### src/hdl/lts_consts.svh
`ifndef LTS_CONSTS_SVH
`define LTS_CONSTS_SVH
// ==========================================
// Register indexes and layout
`define LTS_IDX_LINK_CFG 10'h008
`define LTS_IDX_STRAP_SEL 10'h067
`define LTS_HOLD_LSB 21
`define LTS_GRST_BIT 31
`define LTS_CODE_MSB 4
`define LTS_LINK_CFG_RST 32'h07e00000
`define LTS_STRAP_SEL_RST 32'h00000000
// ==========================================
// Strap patterns (pin levels, bit 4 first)
`define LTS_PAT_X1 3'h2
`define LTS_PAT_42 3'h0
`define LTS_PAT_411 3'h1
`define LTS_PAT_222 3'h5
`define LTS_PAT_2211 3'h4
`define LTS_PAT_21111 3'h3
`define LTS_PAT_SW 2'h3
// ==========================================
// Topology read-back codes
`define LTS_CODE_X1 5'h0b
`define LTS_CODE_42 5'h01
`define LTS_CODE_411 5'h02
`define LTS_CODE_222 5'h0c
`define LTS_CODE_2211 5'h0a
`define LTS_CODE_21111 5'h04
// ==========================================
// Per-topology maps: lane nibble = port, port nibble = device
`define LTS_ACT_X1 6'h3f
`define LTS_ACT_42 6'h03
`define LTS_ACT_411 6'h07
`define LTS_ACT_222 6'h07
`define LTS_ACT_2211 6'h0f
`define LTS_ACT_21111 6'h1f
`define LTS_ACT_NONE 6'h00
`define LTS_LANE_X1 24'h543210
`define LTS_LANE_42 24'h110000
`define LTS_LANE_411 24'h210000
`define LTS_LANE_222 24'h221100
`define LTS_LANE_2211 24'h321100
`define LTS_LANE_21111 24'h432100
`define LTS_LANE_NONE 24'hffffff
`define LTS_DEV_X1 24'ha97654
`define LTS_DEV_42 24'h000094
`define LTS_DEV_411 24'h000a94
`define LTS_DEV_222 24'h000964
`define LTS_DEV_2211 24'h00a964
`define LTS_DEV_21111 24'h0a9764
`define LTS_DEV_NONE 24'h000000
`endif

### src/hdl/lts_pkg.sv
`default_nettype none
package lts_pkg;
	// Power-up sequence of the loader
	typedef enum logic [1:0] {
		LTS_ST_RESET,
		LTS_ST_SAMPLE,
		LTS_ST_RUN
	} lts_state_t;
	// One topology: active ports, lane steering, device numbers
	typedef struct packed {
		logic [5:0] active;
		logic [23:0] lanes;
		logic [23:0] devs;
	} lts_map_t;
endpackage
`default_nettype wire

### src/hdl/lts_top.sv
// Function
// - 2:2:1:1 forms four ports on lanes
// - 2:2:1:1 devices 4,6,9,10; holds 21-24
// - 2:1:1:1:1 forms five ports on lanes
// - 2:1:1:1:1 devices 4,6,7,9,10; holds 21-25
// - No training while port hold set
// - Straps default, software may override
// - Three active-low pulled-up topology straps
// - Patterns 010,000,001 give 01011,00001,00010
// - Patterns 101,100,011 give 01100,01010,00100
// - Upper straps high: use software code
// - Write overrides; field reads selected code
// - All hold bits set after reset
//
// The APB slave port was left to the implementer.
`timescale 1ns/1ns
`default_nettype none
`include "lts_consts.svh"
module lts_top (
	input wire logic core_clk, // 100 MHz clock
	input wire logic reset_n, // Async reset, low
	input wire logic clk_en, // Freezes all state when low
	input wire logic [2:0] topology_select_pins, // Straps, pin 4 first
	input wire logic psel, // APB select
	input wire logic penable, // APB enable
	input wire logic pwrite, // APB write
	input wire logic [11:0] paddr, // APB byte address
	input wire logic [31:0] pwdata, // APB write data
	output logic [31:0] prdata, // APB read data
	output logic pready, // APB ready
	output logic pslverr, // APB error
	output logic [4:0] topology_code, // Selected code
	output logic core_global_reset, // Port core reset
	output logic [5:0] port_active, // Port exists
	output logic [5:0] port_train_en, // Port may train
	output logic [23:0] port_dev_num, // Device number per port
	output logic [23:0] lane_port // Port per lane, f unused
);

	// ==========================================
	// Reset synchroniser
	logic rst_meta_r;
	logic rst_n_r;

	// Release through two flops, assert at once; the clock
	// enable also stalls the release, so a frozen block stays
	// in reset until its clock runs again
	always_ff @(posedge core_clk or negedge reset_n) begin
		if (!reset_n) begin
			rst_meta_r <= 1'b0;
			rst_n_r <= 1'b0;
		end else if (clk_en) begin
			rst_meta_r <= 1'b1;
			rst_n_r <= rst_meta_r;
		end
	end

	// ==========================================
	// Helpers

	// Byte address of a register index
	function automatic logic [11:0] reg_addr(input logic [9:0] idx);
		reg_addr = {idx, 2'b00};
	endfunction

	// Full-word address match against one register index
	function automatic logic addr_hit(input logic [11:0] a, input logic [9:0] idx);
		addr_hit = a == reg_addr(idx);
	endfunction

	// Ports allowed to train: present, released, core not in reset
	function automatic logic [5:0] train_mask(input logic [5:0] act, input logic [5:0] hld, input logic grst);
		train_mask = act & ~hld & {6{!grst}};
	endfunction

	// Strap pattern to topology code
	function automatic logic [4:0] strap_code(input logic [2:0] pat);
		logic [4:0] c;
		c = `LTS_CODE_X1;
		unique case (pat)
			`LTS_PAT_X1: c = `LTS_CODE_X1;
			`LTS_PAT_42: c = `LTS_CODE_42;
			`LTS_PAT_411: c = `LTS_CODE_411;
			`LTS_PAT_222: c = `LTS_CODE_222;
			`LTS_PAT_2211: c = `LTS_CODE_2211;
			`LTS_PAT_21111: c = `LTS_CODE_21111;
			default: c = `LTS_CODE_X1;
		endcase
		strap_code = c;
	endfunction

	// Topology code to port and lane map
	function automatic lts_pkg::lts_map_t topo_map(input logic [4:0] code);
		lts_pkg::lts_map_t m;
		m = '{`LTS_ACT_NONE, `LTS_LANE_NONE, `LTS_DEV_NONE};
		case (code)
			`LTS_CODE_X1:
				m = '{`LTS_ACT_X1, `LTS_LANE_X1, `LTS_DEV_X1};
			`LTS_CODE_42:
				m = '{`LTS_ACT_42, `LTS_LANE_42, `LTS_DEV_42};
			`LTS_CODE_411:
				m = '{`LTS_ACT_411, `LTS_LANE_411, `LTS_DEV_411};
			`LTS_CODE_222:
				m = '{`LTS_ACT_222, `LTS_LANE_222, `LTS_DEV_222};
			`LTS_CODE_2211:
				m = '{`LTS_ACT_2211, `LTS_LANE_2211, `LTS_DEV_2211};
			`LTS_CODE_21111:
				m = '{`LTS_ACT_21111, `LTS_LANE_21111, `LTS_DEV_21111};
			// Unsupported software code: no port comes up
			default:
				m = '{`LTS_ACT_NONE, `LTS_LANE_NONE, `LTS_DEV_NONE};
		endcase
		topo_map = m;
	endfunction

	// ==========================================
	// Strap capture
	lts_pkg::lts_state_t state_r;
	logic [2:0] strap_r;

	// Wait one cycle after release, then take straps once;
	// the idle cycle lets the pins settle after reset
	always_ff @(posedge core_clk or negedge rst_n_r) begin
		if (!rst_n_r) begin
			state_r <= lts_pkg::LTS_ST_RESET;
		end else if (clk_en) begin
			unique case (state_r)
				lts_pkg::LTS_ST_RESET: state_r <= lts_pkg::LTS_ST_SAMPLE;
				lts_pkg::LTS_ST_SAMPLE: state_r <= lts_pkg::LTS_ST_RUN;
				lts_pkg::LTS_ST_RUN: state_r <= lts_pkg::LTS_ST_RUN;
			endcase
		end
	end

	logic take_straps;

	// Single strobe: the straps are never looked at again, so
	// a pin that moves later cannot disturb a running core
	assign take_straps = clk_en && state_r == lts_pkg::LTS_ST_SAMPLE;

	// Pull-ups make an open strap read high; reset value is
	// the all-single-lane pattern until the sample lands
	always_ff @(posedge core_clk or negedge rst_n_r) begin
		if (!rst_n_r) begin
			strap_r <= `LTS_PAT_X1;
		end else if (take_straps) begin
			strap_r <= topology_select_pins;
		end
	end

	// ==========================================
	// APB decode
	logic hit_cfg;
	logic hit_sel;
	logic setup;
	logic wr_acc;

	// Full word compare; unused address bits never alias
	assign hit_cfg = addr_hit(paddr, `LTS_IDX_LINK_CFG);
	assign hit_sel = addr_hit(paddr, `LTS_IDX_STRAP_SEL);
	// Setup starts every transfer; access only completes it
	assign setup = psel && !penable;
	// Write lands at the access edge that sees pready
	assign wr_acc = psel && penable && pwrite && pready;

	// ==========================================
	// Write strobes and read capture
	logic wr_cfg;
	logic wr_sel;
	logic rd_setup;

	// One strobe per register; clock enable folded in here
	assign wr_cfg = clk_en && wr_acc && hit_cfg;
	assign wr_sel = clk_en && wr_acc && hit_sel;
	// Read data is fetched in setup so it stands with ready
	assign rd_setup = clk_en && setup && !pwrite;

	// ==========================================
	// Registers
	logic [31:0] link_cfg_r;
	logic [31:0] strap_sel_r;
	logic sw_written_r;

	// Holds start set so no port trains before firmware;
	// every bit is plain storage, read back as written
	always_ff @(posedge core_clk or negedge rst_n_r) begin
		if (!rst_n_r) begin
			link_cfg_r <= `LTS_LINK_CFG_RST;
		end else if (wr_cfg) begin
			link_cfg_r <= pwdata;
		end
	end

	// Software code field; unsupported codes are stored as
	// written and simply bring no port up
	always_ff @(posedge core_clk or negedge rst_n_r) begin
		if (!rst_n_r) begin
			strap_sel_r <= `LTS_STRAP_SEL_RST;
		end else if (wr_sel) begin
			strap_sel_r <= pwdata;
		end
	end

	// Any write to the code register arms the override until the next reset, so
	// the straps can never swap the topology back
	always_ff @(posedge core_clk or negedge rst_n_r) begin
		if (!rst_n_r) begin
			sw_written_r <= 1'b0;
		end else if (wr_sel) begin
			sw_written_r <= 1'b1;
		end
	end

	// ==========================================
	// Topology selection
	logic [4:0] sel_code;
	logic strap_sw;
	logic use_sw;

	// Upper two straps high hand the choice to software
	assign strap_sw = strap_r[2:1] == `LTS_PAT_SW;
	// Software code wins on that pattern or after any code register write
	assign use_sw = strap_sw || sw_written_r;
	// Straps are the source while software is silent and the upper two straps are not both high
	assign sel_code = use_sw ? strap_sel_r[`LTS_CODE_MSB:0] : strap_code(strap_r);

	// ==========================================
	// APB answer
	logic [31:0] rd_nxt;

	// Read mux; selected code replaces stored code bits
	always_comb begin
		rd_nxt = '0;
		if (hit_cfg) begin
			rd_nxt = link_cfg_r;
		end else if (hit_sel) begin
			rd_nxt = strap_sel_r;
			rd_nxt[`LTS_CODE_MSB:0] = sel_code;
		end
	end

	// One-cycle answer: ready rises in every access phase,
	// so the master never sees a wait state
	always_ff @(posedge core_clk or negedge rst_n_r) begin
		if (!rst_n_r) begin
			pready <= 1'b0;
		end else if (clk_en) begin
			pready <= setup;
		end
	end

	// Error for any address outside the two registers;
	// writes there are dropped, reads return zero
	always_ff @(posedge core_clk or negedge rst_n_r) begin
		if (!rst_n_r) begin
			pslverr <= 1'b0;
		end else if (clk_en) begin
			pslverr <= setup && !(hit_cfg || hit_sel);
		end
	end

	// Read data held between reads to save bus toggling
	always_ff @(posedge core_clk or negedge rst_n_r) begin
		if (!rst_n_r) begin
			prdata <= '0;
		end else if (rd_setup) begin
			prdata <= rd_nxt;
		end
	end

	// ==========================================
	// Port outputs
	lts_pkg::lts_map_t map;
	logic [5:0] hold;
	logic core_rst_nxt;
	logic run_en;

	assign map = topo_map(sel_code);
	assign hold = link_cfg_r[`LTS_HOLD_LSB +: 6];
	// Firmware keeps this set across a topology change
	assign core_rst_nxt = link_cfg_r[`LTS_GRST_BIT];
	// Outputs wait for the straps; before that the code
	// is not trusted and every port stays down
	assign run_en = clk_en && state_r == lts_pkg::LTS_ST_RUN;

	// Selected code, strap or software, as seen by the core
	always_ff @(posedge core_clk or negedge rst_n_r) begin
		if (!rst_n_r) begin
			topology_code <= `LTS_CODE_X1;
		end else if (run_en) begin
			topology_code <= sel_code;
		end
	end

	// Core reset passed out; here it also gates training
	always_ff @(posedge core_clk or negedge rst_n_r) begin
		if (!rst_n_r) begin
			core_global_reset <= 1'b1;
		end else if (run_en) begin
			core_global_reset <= core_rst_nxt;
		end
	end

	// Ports the topology forms; unused ones stay dark
	always_ff @(posedge core_clk or negedge rst_n_r) begin
		if (!rst_n_r) begin
			port_active <= `LTS_ACT_NONE;
		end else if (run_en) begin
			port_active <= map.active;
		end
	end

	// Training gate: hold bit, core reset and presence all count
	always_ff @(posedge core_clk or negedge rst_n_r) begin
		if (!rst_n_r) begin
			port_train_en <= `LTS_ACT_NONE;
		end else if (run_en) begin
			port_train_en <= train_mask(map.active, hold, core_rst_nxt);
		end
	end

	// Fixed device number per port, zero where unused
	always_ff @(posedge core_clk or negedge rst_n_r) begin
		if (!rst_n_r) begin
			port_dev_num <= `LTS_DEV_NONE;
		end else if (run_en) begin
			port_dev_num <= map.devs;
		end
	end

	// Lane steering; an unassigned lane reads all ones
	always_ff @(posedge core_clk or negedge rst_n_r) begin
		if (!rst_n_r) begin
			lane_port <= `LTS_LANE_NONE;
		end else if (run_en) begin
			lane_port <= map.lanes;
		end
	end

endmodule
`default_nettype wire

### config.mk
export PLATFORM = sky130hd
export DESIGN_NAME = lts_top
export DESIGN_NICKNAME = d
export VERILOG_FILES = /design/src/hdl/lts_pkg.sv /design/src/hdl/lts_top.sv
export VERILOG_INCLUDE_DIRS = /design/src /design/src/hdl
export SDC_FILE = /design/constraint.sdc
export NUM_CORES = 1
export LEC_CHECK = 0
export ABC_AREA = 1
export BUFFER_PORTS_ARGS = -buffer_cell sky130_fd_sc_hd__buf_2
export CORE_AREA = 2 2 159 83
export DETAILED_ROUTE_END_ITERATION = 6
export DIE_AREA = 0 0 161 85
export PLACE_DENSITY = 0.83
export RECOVER_POWER = 50
export SLEW_MARGIN = 20
export SYNTH_ARGS = -nofsm -noshare
export SYNTH_HDL_FRONTEND = slang
export SYNTH_SLANG_ARGS = --single-unit
### constraint.sdc
create_clock -name core_clk -period 5.61 [get_ports core_clk]
set_input_delay 1.683 -clock core_clk [delete_from_list [all_inputs] [get_ports core_clk]]
set_output_delay 1.683 -clock core_clk [all_outputs]
set_load 0.005 [all_outputs]
# Yosys cells after proc, flatten, opt, wreduce, memory -nomap -nowiden
# Cells that the tools add are included.
[op_classes] magnitude_cmp=0 n_eq_ne=15 shifts=0 mul=0 n_reduce_logical=21 addsub=0 n_div=0 bitwise=3 mux=6
[op_table] operator="$pmux W54 S6" count=1
[op_table] operator="$mux W32" count=2
[op_table] operator="$pmux W4 S5" count=1
[op_table] operator="$eq A5 B4 Y1 const B" count=3
[op_table] operator="$and A6 B6 Y6" count=2
[op_table] operator="$eq A12 B6 Y1 const B" count=1
[op_table] operator="$eq A12 B9 Y1 const B" count=1
[op_table] operator="$logic_and A1 B1 Y1" count=12
[op_table] operator="$eq A3 B3 Y1 const B" count=2
[op_table] operator="$not A6 Y6" count=1
[op_table] operator="$eq A5 B1 Y1 const B" count=1
[op_table] operator="$eq A5 B2 Y1 const B" count=1
[op_table] operator="$eq A5 B3 Y1 const B" count=1
[op_table] operator="$mux W5" count=1
[op_table] operator="$eq A2 B2 Y1 const B" count=2
[op_table] operator="$logic_not A1 Y1" count=4
[op_table] operator="$pmux W2 S2" count=1
[op_table] operator="$eq A3 B1 Y1 const B" count=1
[op_table] operator="$eq A3 B2 Y1 const B" count=1
[op_table] operator="$logic_not A3 Y1" count=1
[op_table] operator="$eq A2 B1 Y1 const B" count=1
[op_table] operator="$logic_not A2 Y1" count=1
[op_table] operator="$logic_or A1 B1 Y1" count=2
[op_table] operator="$reduce_or A2 Y1" count=1
[totals] register_bits=172 output_inout_bits=100 in_bits=53 elab_cells=61 latchBits=0 mem_bits_rw=0 rom_bits=0 memories=0

# Depth between registers and ports, before layout
# Gate-level depths: netlist of the first run.
[logic_depth] word_depth=7 mapped_depth=13 depth_no_buf=13

# Least setup slack after synthesis of the first run
# Ideal clock, no wire load.
[synth_timing] kind="flip-flop to flip-flop" from="reg, netlist name rst_n_r" to="reg rst_n_r" path_buffers=0 path_stages_with_launch=3 required_time_ns=5.532 arrival_time_ns=3.517 period_less_slack_ns=3.595 setup_ns=0.078 path_slack_ns=2.015 cell_sequence="dfrtp_1 -> nand2_1 -> nand2_1"
[synth_lines] item="end signal, assigned" line="lts_top.sv:54" rtl="rst_n_r <= rst_meta_r;"
[synth_lines] item="end, declared" line="lts_top.sv:43" rtl="logic rst_n_r;"

# Final worst setup path of the first run
[layout_timing] from="in clk_en" to="reg prdata[31]"
[layout_between] elab_chain_cells=2
[layout_rtl] item="start, declared" line="lts_top.sv:22" rtl="input wire logic clk_en,"
[layout_rtl] item="$logic_and A1 B1 Y1 (2 in series)" line="lts_top.sv:176" rtl="assign rd_setup = clk_en && setup && !pwrite;"
[layout_rtl] item="end signal, assigned" line="lts_top.sv:267" rtl="prdata <= rd_nxt;"
[layout_rtl] item="end, declared" line="lts_top.sv:29" rtl="output logic [31:0] prdata,"
# Every way passes these cells.
# A chain may end at the register's enable or synchronous reset.

==> results of run 1 <==
[stage by stage]
stage               area (um2)  worst slack (ns)
finish                    7530              2.21
floorplan                 6530              1.43
CTS                       7560              2.29
global route              7530              1.65
detailed placement        6990              1.86
global placement          6990              1.90
[layout by cell type, fill, tap and decap left out, types with 4 or more instances in the layout]
cell       netlist  routed
nand2_1        166     166
conb_1           1       6
dfrtp_1        121     121
nand4_1          5       5
clkinv_4         0       4
dfstp_2         19      19
inv_1           63      64
nand2_2          4       4
nor2_1          54      54
inv_6            0       5
clkbuf_16        0      17
clkbuf_1         5      15
o21ai_2         18      18
a21oi_1          7       7
buf_4           34       7
nand3_1         71      71
buf_2           10     130
a31oi_1         28      28
o21ai_1         46      46
o21ai_0         17      17
[logic make-up (layout without fill, tap and decap cells)]
family / Yosys count / after routing
buf+inv: 132 / 249
other cells: 1 / 6
simple gates: 321 / 321
compound gates: 124 / 124
flops: 140 / 140
fa+ha+maj: 2 / 2
[layer usage]
metal / global-route usage (%) / vias to the layer above / part of all wire (%)
met5: 0 / - / 0
met4: 7.31 / 0 / 1.4
met3: 5.13 / 20 / 8.2
met2: 31.1 / 222 / 40
met1: 36.9 / 2461 / 50
li1: - / 2536 / -
[sequential cells by signal, summed over array words and instances (netlist names)]
signal / flops
topology_code: 5
rst_meta_r: 1
port_active: 4
strap_r: 3
strap_sel_r: 32
pslverr: 1
lane_port: 8
port_train_en: 6
port_dev_num: 10
sw_written_r: 1
prdata: 32
link_cfg_r: 32
state_r: 2
pready: 1
core_global_reset: 1
rst_n_r: 1
[how the worst max path moves through the flow]
stage / startpoint / end / slack [ns] / cells after the start
global route: rst_n_r / strap_sel_r[28] / 1.65 / 1
floorplan: rst_n_r / link_cfg_r[0] / 1.43 / 0
finish: clk_en / prdata[31] / 2.21 / 9
CTS: paddr[6] / link_cfg_r[14] / 2.29 / 7
detailed placement: paddr[6] / link_cfg_r[18] / 1.86 / 7
global placement: paddr[6] / link_cfg_r[31] / 1.90 / 7
[power breakdown]
group	internal [W]	total, W	switching, W
Clock	0.000616	0.00106	0.000444
Combinational	0.000166	0.000380	0.000214
Sequential	0.00112	0.00120	0.0000793
[area by class of cell]
type / count / area share, %
clock inverter: 15 / 1.84
inverter: 64 / 3.19
sequential: 140 / 46.8
timing repair buffer: 153 / 10.1
clock buffer: 17 / 5.65
multi-input combinational: 453 / 29.5
tap: 170 / 2.82
==> metrics.md, run 1 <==
| Metric | Value |
|---|---|
| Storage element area | `roughly 3500 um2` |
| Unrepaired setup endpoints after global routing | `false` |
| Worst EP arrival | `3.71 ns` |
| Failing checks | `capacitance limit, slew limit` |
| Max cap viols | `1` |
| DRC | `0` |
| Largest family of logic cells by synthesized area | `simple AND/OR/NAND/NOR gates` |
| Final Cycle Share | `60.7%` |
| R2r setup slk | `2.33 ns` |
| Vias in the first global route | `4720` |
| Crit end category | `register` |
| Diodes inserted | `0` |
| Hold Path End | `rst_meta_r` |
| Root Buffer | `clkbuf_16` |
| Worst-case reg-to-reg path depth | `1` |
| Cell count after placement | `980` |
| Worst rel slew slack | `-97.1%` |
| R2R Path End | `prdata[23]` |
| Std cell rows | `29` |
| Most numerous cell in the Yosys netlist | `nand2_1` |
| Minimum clock period | `3.40 ns` |
| Area occupied by multi-input gates | `2220 um2` |
| Post-synth cell types | `37` |
| Seq cells post-synth | `140` |
| CP Cell Sequence | `clkbuf_1, inv_1, nor3_1, inv_1, nor2_4, buf_4, inv_1, nand2_1, nand2_1` |
| Max Slew Vio Count | `77` |
| TritonCTS Sinks | `140` |
| Post-synth EDFFs | `0` |
| 1st-pass router iterations | `5` |
| Routability cong. | `0.897` |
| Postcts setup bufs | `0` |
| Routed via count | `5239` |
| WP buf/inv | `5` |
| NumNets Final | `884` |
| Wire per inst | `~15 um` |
| Setup TNS | `0 ns` |
| Power Dens Cells | `351 nW/um2` |
| Total gr overflow | `0` |
| Kind of critical path | `in2reg` |
| Mapped cell area | `6510 um2` |
| XOR/XNOR Fraction of Synth Area | `0%` |
| Boundary pin count | `153` |
| Synth Area in Compound Gates | `11.4%` |
| Top cells by count, synth | `nand2_1, dfrtp_1, nand3_1` |
| DR vias/cell | `5.18` |
| CP Max Fanout | `40` |
| VDD IR max | `0.200 mV` |
| Cts hold-fix bufs | `0` |
| Initial core utilization | `52.7%` |
| Fmax | `a little under 0.3 GHz` |
| Worst Setup Start Kind | `primary input` |
| Clk Latency, worst-skew pair | `a little over 0.4 ns` |
| Hold Path Depth | `1` |
| Worst min path class | `reg2reg` |
| Post-synth ARST share | `between 90% and 100%` |
| Post-Route WL | `15200 um` |
| First-pass GRT wire length | `24600 um` |
| Yosys warns | `0` |
| Synth top area share | `46.5%` |
| Die W | `161 um` |
| Fin cells | `about 1000` |
| Antenna-violating nets left | `0` |
| Die footprint | `between 10000 and 15000 um2` |
| # port buffers | `146` |
| Gate Count Post-Synth | `a little over 700` |
| Total power draw | `0.00264 W` |
| Dpl hpwl | `10600 um` |
| Top delay family on crit path | `buffers and inverters` |
| Layout cells sized above 1 | `between 20% and 30%` |
| Min Hold Slack | `0.478 ns` |
| Top_reg_cell synth | `dfrtp_1` |
| H-Tree Depth | `4` |
| CTS max path bufs | `2` |
| Layout area overhead | `15.8%` |
| CP Data Required Time | `5.91 ns` |
| Die H | `85 um` |
| Initial DRC count | `425` |
| Post-Synth Simple-Gate Area | `22.0%` |
| # setup viols final | `0` |
| CTS resizes | `0` |
| Total GRT Usage | `roughly 23%` |
| Register area share after synthesis | `between 50% and 60%` |
| Post-synthesis mux area share | `0%` |
| Syn Area/Cell | `9.04 um2` |
| Clock Skews | `~0.0096 ns` |
| Dominant cells by area after synthesis | `dfrtp_1, nand2_1, dfstp_2` |
| Critical path's slowest cell | `nor2_4` |
| Final Util | `61.1%` |
| Worst r2r src | `rst_n_r` |
| Most used cell, CP | `inv_1` |
| CTS tree | `yes` |
| Leak pwr | `3.80 nW` |
| Outcome | `complete, but fails checks` |
| Hold Startpoint | `rst_meta_r` |
| Synth Area in Adders | `less than 1%` |
| Initial antenna violation count | `0` |
| Worst-Margin Slew | `2.96 ns` |
| Final hold vios | `0` |
| Fill cells | `1102` |
| Reg clk slew, reported paths | `0.06 ns` |
| Num CTS Buffers | `17` |
| Cell type with the largest total area after synthesis | `dfrtp_1` |
| Largest net degree at the start of global routing | `77` |
| Core Area | `12300 um2` |
| Worst path max stage delay | `0.71 ns` |
No activity file was read; power rests on OpenSTA's default activity.
==> inputs of run 2 (changes only) <==
--- a/config.mk
+++ b/config.mk
@@ -8,10 +8,10 @@
 export LEC_CHECK = 0
 export ABC_AREA = 1
 export BUFFER_PORTS_ARGS = -buffer_cell sky130_fd_sc_hd__buf_2
-export CORE_AREA = 2 2 159 83
+export CORE_AREA = 2 2 166 87
 export DETAILED_ROUTE_END_ITERATION = 6
-export DIE_AREA = 0 0 161 85
-export PLACE_DENSITY = 0.83
+export DIE_AREA = 0 0 168 89
+export PLACE_DENSITY = 0.8
 export RECOVER_POWER = 50
 export SLEW_MARGIN = 20
 export SYNTH_ARGS = -nofsm -noshare
==> constraint.sdc (replaced) <==
create_clock -name core_clk -period 2.73 [get_ports core_clk]
set_input_delay 0.819 -clock core_clk [delete_from_list [all_inputs] [get_ports core_clk]]
set_output_delay 0.819 -clock core_clk [all_outputs]
set_load 0.005 [all_outputs]
==> run 2 against run 1 <==
Against the previous run: the run still ends with capacitance limit, slew limit left; critical path depth is 2 lower; worst hold slack worse by 0.30 ns; sequential share of layout area is 0.89 points lower; final cell count is 1.2% higher; first-iteration DRC count is 9.2% lower; routed wire length is 1.1% higher; sequential power is 110% higher; combinational power is 110% higher; global-route usage is 1.9 points lower; register-to-register slack worse by 1.6 ns; critical endpoint is now strap_sel_r[5]; largest power group is now the clock network.
==> metrics.md, run 2 (synthesis gave the netlist of run 1 again) <==
| Metric | Value |
|---|---|
| Total GRT Usage | `21.3% (-1.9 points)` |
| CTS max path bufs | `2 (unchanged)` |
| # port buffers | `146 (unchanged)` |
| Global route hottest layer | `met2` |
| Minimum clock period | `2.18 ns` |
| Leak pwr | `3.87 nW (+1.8%)` |
| Die H | `89 um (+4.7%)` |
| Met2 Resource Use GR | `38.5% (+7.3 points)` |
| Worst rel slew slack | `-12.5% (+85 points)` |
| 1st-pass router iterations | `5 (unchanged)` |
| CTS tree | `yes` |
| DR vias/cell | `5.16 (-0.38%)` |
| Met3 Use GR | `4.43% (-0.71 points)` |
| DRC | `0 (unchanged)` |
| Most frequent cells in the layout | `nand2_1, buf_2, dfrtp_1, nand3_1, inv_1` |
| Layout cells sized above 1 | `26.9% (+0.16 points)` |
| Reg clk slew, reported paths | `0.06 ns (about the same)` |
| Worst EP arrival | `2.46 ns (-1.25 ns)` |
| Layout area overhead | `18.0%` |
| Initial DRC count | `386 (-9.2%)` |
| Vias in the first global route | `5254 (+11%)` |
| Routed via count | `5281 (+0.80%)` |
| Diodes inserted | `0 (unchanged)` |
| TritonCTS Sinks | `140 (unchanged)` |
| CP Data Required Time | `3.01 ns (-2.90 ns)` |
| Total power draw | `0.00576 W (+120%)` |
| # setup viols final | `0 (unchanged)` |
| First-pass GRT wire length | `25100 um (+2.1%)` |
| Final Cycle Share | `79.9%` |
| Root Buffer | `clkbuf_16` |
| Met1 Usage GRT | `25.9% (-11 points)` |
| Final Util | `57.6% (-3.4 points)` |
| Finished Cell Area | `7680 um2 (+1.9%)` |
| Post-Route WL | `15400 um (+1.1%)` |
| Min Hold Slack | `0.179 ns (-0.299 ns)` |
| Clk Latency, worst-skew pair | `0.41 ns (about the same)` |
| Postcts setup bufs | `0 (unchanged)` |
| Worst path max stage delay | `0.55 ns (-0.16 ns)` |
| H-Tree Depth | `4 (unchanged)` |
| Most common cell after layout, fill and taps aside | `nand2_1` |
| Kind of critical path | `in2reg` |
| Cts hold-fix bufs | `0 (unchanged)` |
| Std cell rows | `30 (+3.4%)` |
| CP Max Fanout | `36 (-10%)` |
| Boundary pin count | `153 (unchanged)` |
| Total gr overflow | `0 (unchanged)` |
| VDD IR max | `0.449 mV (+120%)` |
| Num CTS Buffers | `17 (unchanged)` |
| Worst-Margin Slew | `1.69 ns (-1.27 ns)` |
| Initial antenna violation count | `0 (unchanged)` |
| Failing checks | `capacitance limit, slew limit` |
| Max Slew Vio Count | `44 (-43%)` |
| Core Area | `13300 um2 (+8.0%)` |
| Worst min path class | `in2async` |
| Largest net degree at the start of global routing | `62 (-19%)` |
| Worst r2r src | `strap_r[1]` |
| Die W | `168 um (+4.3%)` |
| Unrepaired setup endpoints after global routing | `false` |
| Antenna-violating nets left | `0 (unchanged)` |
| Routability cong. | `0.883 (-1.5%)` |
| Max cap viols | `1 (unchanged)` |
| Crit end category | `register` |
| Placement Cell Area | `7070 um2 (+1.1%)` |
| CP Cell Sequence | `clkbuf_1, inv_1, nor3_1, nand3_2, buf_4, nand2_1, o21ai_2` |
| Setup TNS | `0 ns (unchanged)` |
| R2R Path End | `port_active[2]` |
| R2r setup slk | `0.75 ns (-1.58 ns)` |
| Fmax | `0.458 GHz` |
| NumNets Final | `892 (+0.90%)` |
| Worst Setup Start Kind | `primary input` |
| Largest regs | `link_cfg_r (32), prdata (32), strap_sel_r (32)` |
| Power Dens Cells | `751 nW/um2 (+110%)` |
| Initial core utilization | `48.8% (-3.9 points)` |
| Die footprint | `15000 um2 (+9.3%)` |
| Dpl hpwl | `10300 um (-2.8%)` |
| Worst-case reg-to-reg path depth | `12 (+11)` |
| CTS resizes | `0 (unchanged)` |
| Wire per inst | `15.0 um (about the same)` |
| Outcome | `complete, but fails checks` |
| Final hold vios | `0 (unchanged)` |
| Critical path's slowest cell | `nor3_1` |
| Clock Skews | `0.00882 ns (-0.000753 ns)` |
[run 2: cell types whose count changed in the layout (fill, tap and decap cells not counted), sizes merged]
| cell | before | now |
|---|---|---|
| inv | 69 | 65 |
| buf | 138 | 145 |
| bufinv | 1 | 5 |
| clkbuf | 32 | 35 |
| clkinv | 7 | 3 |
[run 2: worst max-delay path by stage]
stage,startpoint,endpoint
floorplan,rst_n_r,link_cfg_r[0]
global placement,paddr[6],prdata[2]
detailed placement,paddr[6],prdata[14]
CTS,lane_port[19],lane_port[14]
global route,clk_en,strap_sel_r[5]
finish,clk_en,strap_sel_r[5]
[run 2: area by class of cell]
type,instances,area [um2]
Sequential cell,140,3530
Inverter,64,240
Clock inverter,11,193
Fill cell,1137,5650
Clock buffer,19,443
Tap cell,176,220
Timing Repair Buffer,161,836
Multi-Input combinational cell,453,2220
[run 2: power by group]
| group | switching [W] | internal, W |
|---|---|---|
| registers | 0.000160 | 0.00231 |
| clock network | 0.000867 | 0.00164 |
| logic | 0.000447 | 0.000346 |
| total | 0.00147 | 0.00429 |
[run 2: critical path, delay by kind of cell]
family / cells / cell delay (ns)
and+or+nand+nor: 3 / 0.83
buffers and inverters: 3 / 0.74
AOI/OAI and AO/OA: 1 / 0.07
[run 2: through the flow]
step	std cells	setup slack [ns]
after global routing	1024	0.445
final	1024	0.548
after CTS	1024	0.695
after global placement	994	0.500
after floorplan	725	0.411
after detailed placement	994	0.456
[run 2: layer usage]
layer,up-vias,routed length (um)
met5,-,0
met4,0,237
met3,22,689
met2,142,7800
met1,2574,6660
li1,2543,-
==> inputs of run 3 (changes only) <==
--- a/config.mk
+++ b/config.mk
@@ -6,12 +6,12 @@
 export SDC_FILE = /design/constraint.sdc
 export NUM_CORES = 1
 export LEC_CHECK = 0
-export ABC_AREA = 1
+export ABC_AREA = 0
 export BUFFER_PORTS_ARGS = -buffer_cell sky130_fd_sc_hd__buf_2
-export CORE_AREA = 2 2 166 87
+export CORE_AREA = 2 2 156 82
 export DETAILED_ROUTE_END_ITERATION = 6
-export DIE_AREA = 0 0 168 89
-export PLACE_DENSITY = 0.8
+export DIE_AREA = 0 0 158 84
+export PLACE_DENSITY = 0.82
 export RECOVER_POWER = 50
 export SLEW_MARGIN = 20
 export SYNTH_ARGS = -nofsm -noshare
==> constraint.sdc (replaced) <==
create_clock -name core_clk -period 2.2 [get_ports core_clk]
set_input_delay 0.66 -clock core_clk [delete_from_list [all_inputs] [get_ports core_clk]]
set_output_delay 0.66 -clock core_clk [all_outputs]
set_load 0.005 [all_outputs]
==> run 3 against run 2 <==
Against the previous run: the flow now finishes without violations; clock power increased by 15%; register-to-register slack got worse by 0.71 ns; flip-flop and latch count unchanged; setup slack got worse by 0.51 ns; first-iteration DRC count decreased by 20%; sequential power increased by 40%; sequential share of layout area decreased by 0.28 points; design area increased by 0.78%; non-clock buffer count increased by 13; critical path depth decreased by 1; synthesized cell count decreased by 27%; critical endpoint is now port_dev_num[4]; largest cell class unchanged; largest power group is now sequential cells.
==> metrics.md, run 3 <==
| Metric | Value |
|---|---|
| Outcome | `completed` |
| Die footprint | `13300 um2 (-11%)` |
| Antenna-violating nets left | `0 (unchanged)` |
| Fmax | `around 0.46 GHz` |
| Cell type with the largest total area after synthesis | `dfrtp_1` |
| Synth Area in Adders | `0.405% (+0.021 points)` |
| Synth top area share | `49.0% (+2.5 points)` |
| CP Cell Sequence | `a21o_1, a22o_1, a21oi_2, buf_4, a21oi_1, a21oi_1` |
| Initial DRC count | `309 (-20%)` |
| Vias in the first global route | `4509 (-14%)` |
| Max Slew Vio Count | `0 (-100%)` |
| Syn Area/Cell | `11.7 um2 (+29%)` |
| Yosys warns | `0 (unchanged)` |
| Die W | `158 um (-6.0%)` |
| DR vias/cell | `5.45 (+5.7%)` |
| Kind of critical path | `reg2reg` |
| DRC | `0 (unchanged)` |
| First-pass GRT wire length | `24200 um (-3.6%)` |
| Root Buffer | `clkbuf_16` |
| Routability cong. | `0.907 (+2.7%)` |
| R2r setup slk | `0.04 ns (-0.71 ns)` |
| CP endpoint | `port_dev_num[4]` |
| Mapped cell area | `6180 um2 (-5.1%)` |
| Total GRT Usage | `24.0% (+2.7 points)` |
| Crit end category | `register` |
| Critical Path Stages | `6 (-1)` |
| R2R Path End | `port_dev_num[4]` |
| Cell count after placement | `810 (-19%)` |
| Total gr overflow | `0 (unchanged)` |
| 1st-pass router iterations | `5 (unchanged)` |
| Fin cells | `845 (-17%)` |
| Top delay family on crit path | `compound AO/OA/AOI/OAI gates` |
| Most used cell, CP | `a21oi_1` |
| CP Data Required Time | `2.45 ns (-0.56 ns)` |
| Worst EP arrival | `2.41 ns (-0.05 ns)` |
| Clock Skews | `0.00889 ns (+0.0000711 ns)` |
| Post-synth ARST share | `100% (unchanged)` |
| Leak pwr | `3.71 nW (-4.3%)` |
| Area occupied by multi-input gates | `2390 um2 (+7.7%)` |
| Storage element area | `3530 um2 (+0.18%)` |
| Setup TNS | `0 ns (unchanged)` |
| Final Cycle Share | `98.3%` |
| Die H | `84 um (-5.6%)` |
| Dominant cells by area after synthesis | `dfrtp_1, dfstp_2, mux2_2` |
| Num CTS Buffers | `17 (unchanged)` |
| Min Hold Slack | `0.0263 ns (-0.152 ns)` |
| Worst r2r src | `strap_r[1]` |
| Layout cells sized above 1 | `40.5% (+14 points)` |
| Top cells by count, synth | `dfrtp_1, nor2_1, a21oi_1` |
| Register area share after synthesis | `57.1% (+2.9 points)` |
| Max cap viols | `0 (-1)` |
| Worst path max stage delay | `0.60 ns (+0.05 ns)` |
| Post-Synth Simple-Gate Area | `9.38% (-13 points)` |
| Most numerous cell in the Yosys netlist | `dfrtp_1` |
| CTS tree | `yes` |
| Crit path launch | `strap_r[1]` |
| Fill cells | `951 (-16%)` |
| CP Max Fanout | `7 (-81%)` |
| WP buf/inv | `1 (-2)` |
| Post-synth EDFFs | `0 (unchanged)` |
| Seq cells post-synth | `140 (unchanged)` |
| Power Dens Cells | `1170 nW/um2 (+56%)` |
| Largest regs | `link_cfg_r (32), prdata (32), strap_sel_r (32)` |
| Reg clk slew, reported paths | `0.06 ns (about the same)` |
| Synth Area in Compound Gates | `13.2% (+1.8 points)` |
| CTS max path bufs | `2 (unchanged)` |
| Post-synth cell types | `54 (+46%)` |
| Critical path's slowest cell | `dfstp_2` |
| VDD IR max | `0.560 mV (+25%)` |
| Layout area overhead | `25.3%` |
| Top_reg_cell synth | `dfrtp_1` |
| Final Util | `63.9% (+6.2 points)` |
| XOR/XNOR Fraction of Synth Area | `0.284% (+0.28 points)` |
| Unrepaired setup endpoints after global routing | `true` |
| NumNets Final | `716 (-20%)` |
| Worst-Margin Slew | `1.27 ns (-0.413 ns)` |
| Clk Latency, worst-skew pair | `0.41 ns (about the same)` |
| Post-Route WL | `15500 um (+0.90%)` |
| Minimum clock period | `2.16 ns` |
| Final hold vios | `0 (unchanged)` |
| Worst rel slew slack | `15.0% (+28 points)` |
| Finished Cell Area | `7740 um2 (+0.78%)` |
| Initial antenna violation count | `1 (+1)` |
| Most common cell after layout, fill and taps aside | `buf_2` |
| Std cell rows | `29 (-3.3%)` |
| Worst min path class | `in2async` |
| Worst-case reg-to-reg path depth | `6 (-6)` |
| H-Tree Depth | `4 (unchanged)` |
| Most frequent cells in the layout | `buf_2, dfrtp_1, nor2_1, a21oi_1, nand2_1` |
| Wire per inst | `18.4 um (+22%)` |
| Post-synthesis mux area share | `12.6% (+13 points)` |
| Largest family of logic cells by synthesized area | `compound AO/OA/AOI/OAI gates` |
| Dpl hpwl | `10900 um (+5.4%)` |
| Gate Count Post-Synth | `528 (-27%)` |
| Core Area | `12100 um2 (-9.1%)` |
| # port buffers | `146 (unchanged)` |
| # setup viols final | `0 (unchanged)` |
| Initial core utilization | `51.0% (+2.1 points)` |
| TritonCTS Sinks | `140 (unchanged)` |
| Placement Cell Area | `7130 um2 (+0.88%)` |
| Boundary pin count | `153 (unchanged)` |
| Routed via count | `4608 (-13%)` |
| Worst Setup Start Kind | `register` |
| Largest net degree at the start of global routing | `139 (+120%)` |
==> run 3: cell types whose count changed in the layout (fill, tap and decap cells not counted), moves of 18 or more <==
cell / change
a21oi_1: +38
a22oi_1: +32
a31oi_1: -24
inv_1: -58
mux2_1: +30
mux2_4: +26
nand2_1: -129
nand3_1: -67
o21ai_1: -40
o21ai_2: -18
==> run 3: power by group <==
part           switching [W]  internal [W]
Clock                0.00110       0.00179
Sequential          0.000358       0.00310
Combinational        0.00148       0.00125
Total                0.00293       0.00614
==> run 3: layout make-up <==
cell class                 count  area share (%)
antenna                        1          0.0323
clock buffer                  18            5.55
clock inverter                14            2.20
inverter                       6           0.291
multi-input combinational    322            30.9
sequential                   140            45.7
tap                          170            2.75
timing repair buffer         174            12.6
==> run 3: kinds of logic (layout without fill, tap and decap cells) <==
logic type	after synthesis	count (layout)
xor+xnor	2	2
mux	69	69
flops	140	140
other cells	1	7
buf+inv	71	212
compound gates	124	124
fa+ha+maj	2	2
simple gates	119	119
==> run 3: through the flow <==
step / power (W) / setup WS (ns)
final: 0.00907 / 0.0385
after global routing: 0.00958 / -0.00485
after CTS: 0.00901 / 0.0230
after detailed placement: 0.00610 / -0.322
after global placement: 0.00599 / -0.290
after floorplan: 0.00512 / -0.169
==> run 3: layer usage <==
| metal | up-vias | track usage (%) | wire (um) |
|---|---|---|---|
| met3 | 14 | 6.02 | 1060 |
| met5 | - | 0 | 0 |
| li1 | 2099 | - | - |
| met2 | 184 | 35.5 | 7010 |
| met4 | 0 | 5.41 | 106 |
| met1 | 2311 | 35.8 | 7350 |
==> run 3: what timing repair did <==
action / in CTS / in global routing
resized for setup: 0 / 8
setup endpoints to repair: 0 / 13
hold endpoints to repair: 0 / 0
buffers inserted: 0 / 2
hold buffers: 0 / 0
==> run 3: how the worst min path moves through the flow <==
stage                     startpoint         end  cells after the start
after global placement       reset_n  rst_meta_r                      1
after detailed placement     reset_n     rst_n_r                      1
after global routing         reset_n     rst_n_r                      1
after CTS                    reset_n     rst_n_r                      1
final                        reset_n     rst_n_r                      1
after floorplan              reset_n  rst_meta_r                      0
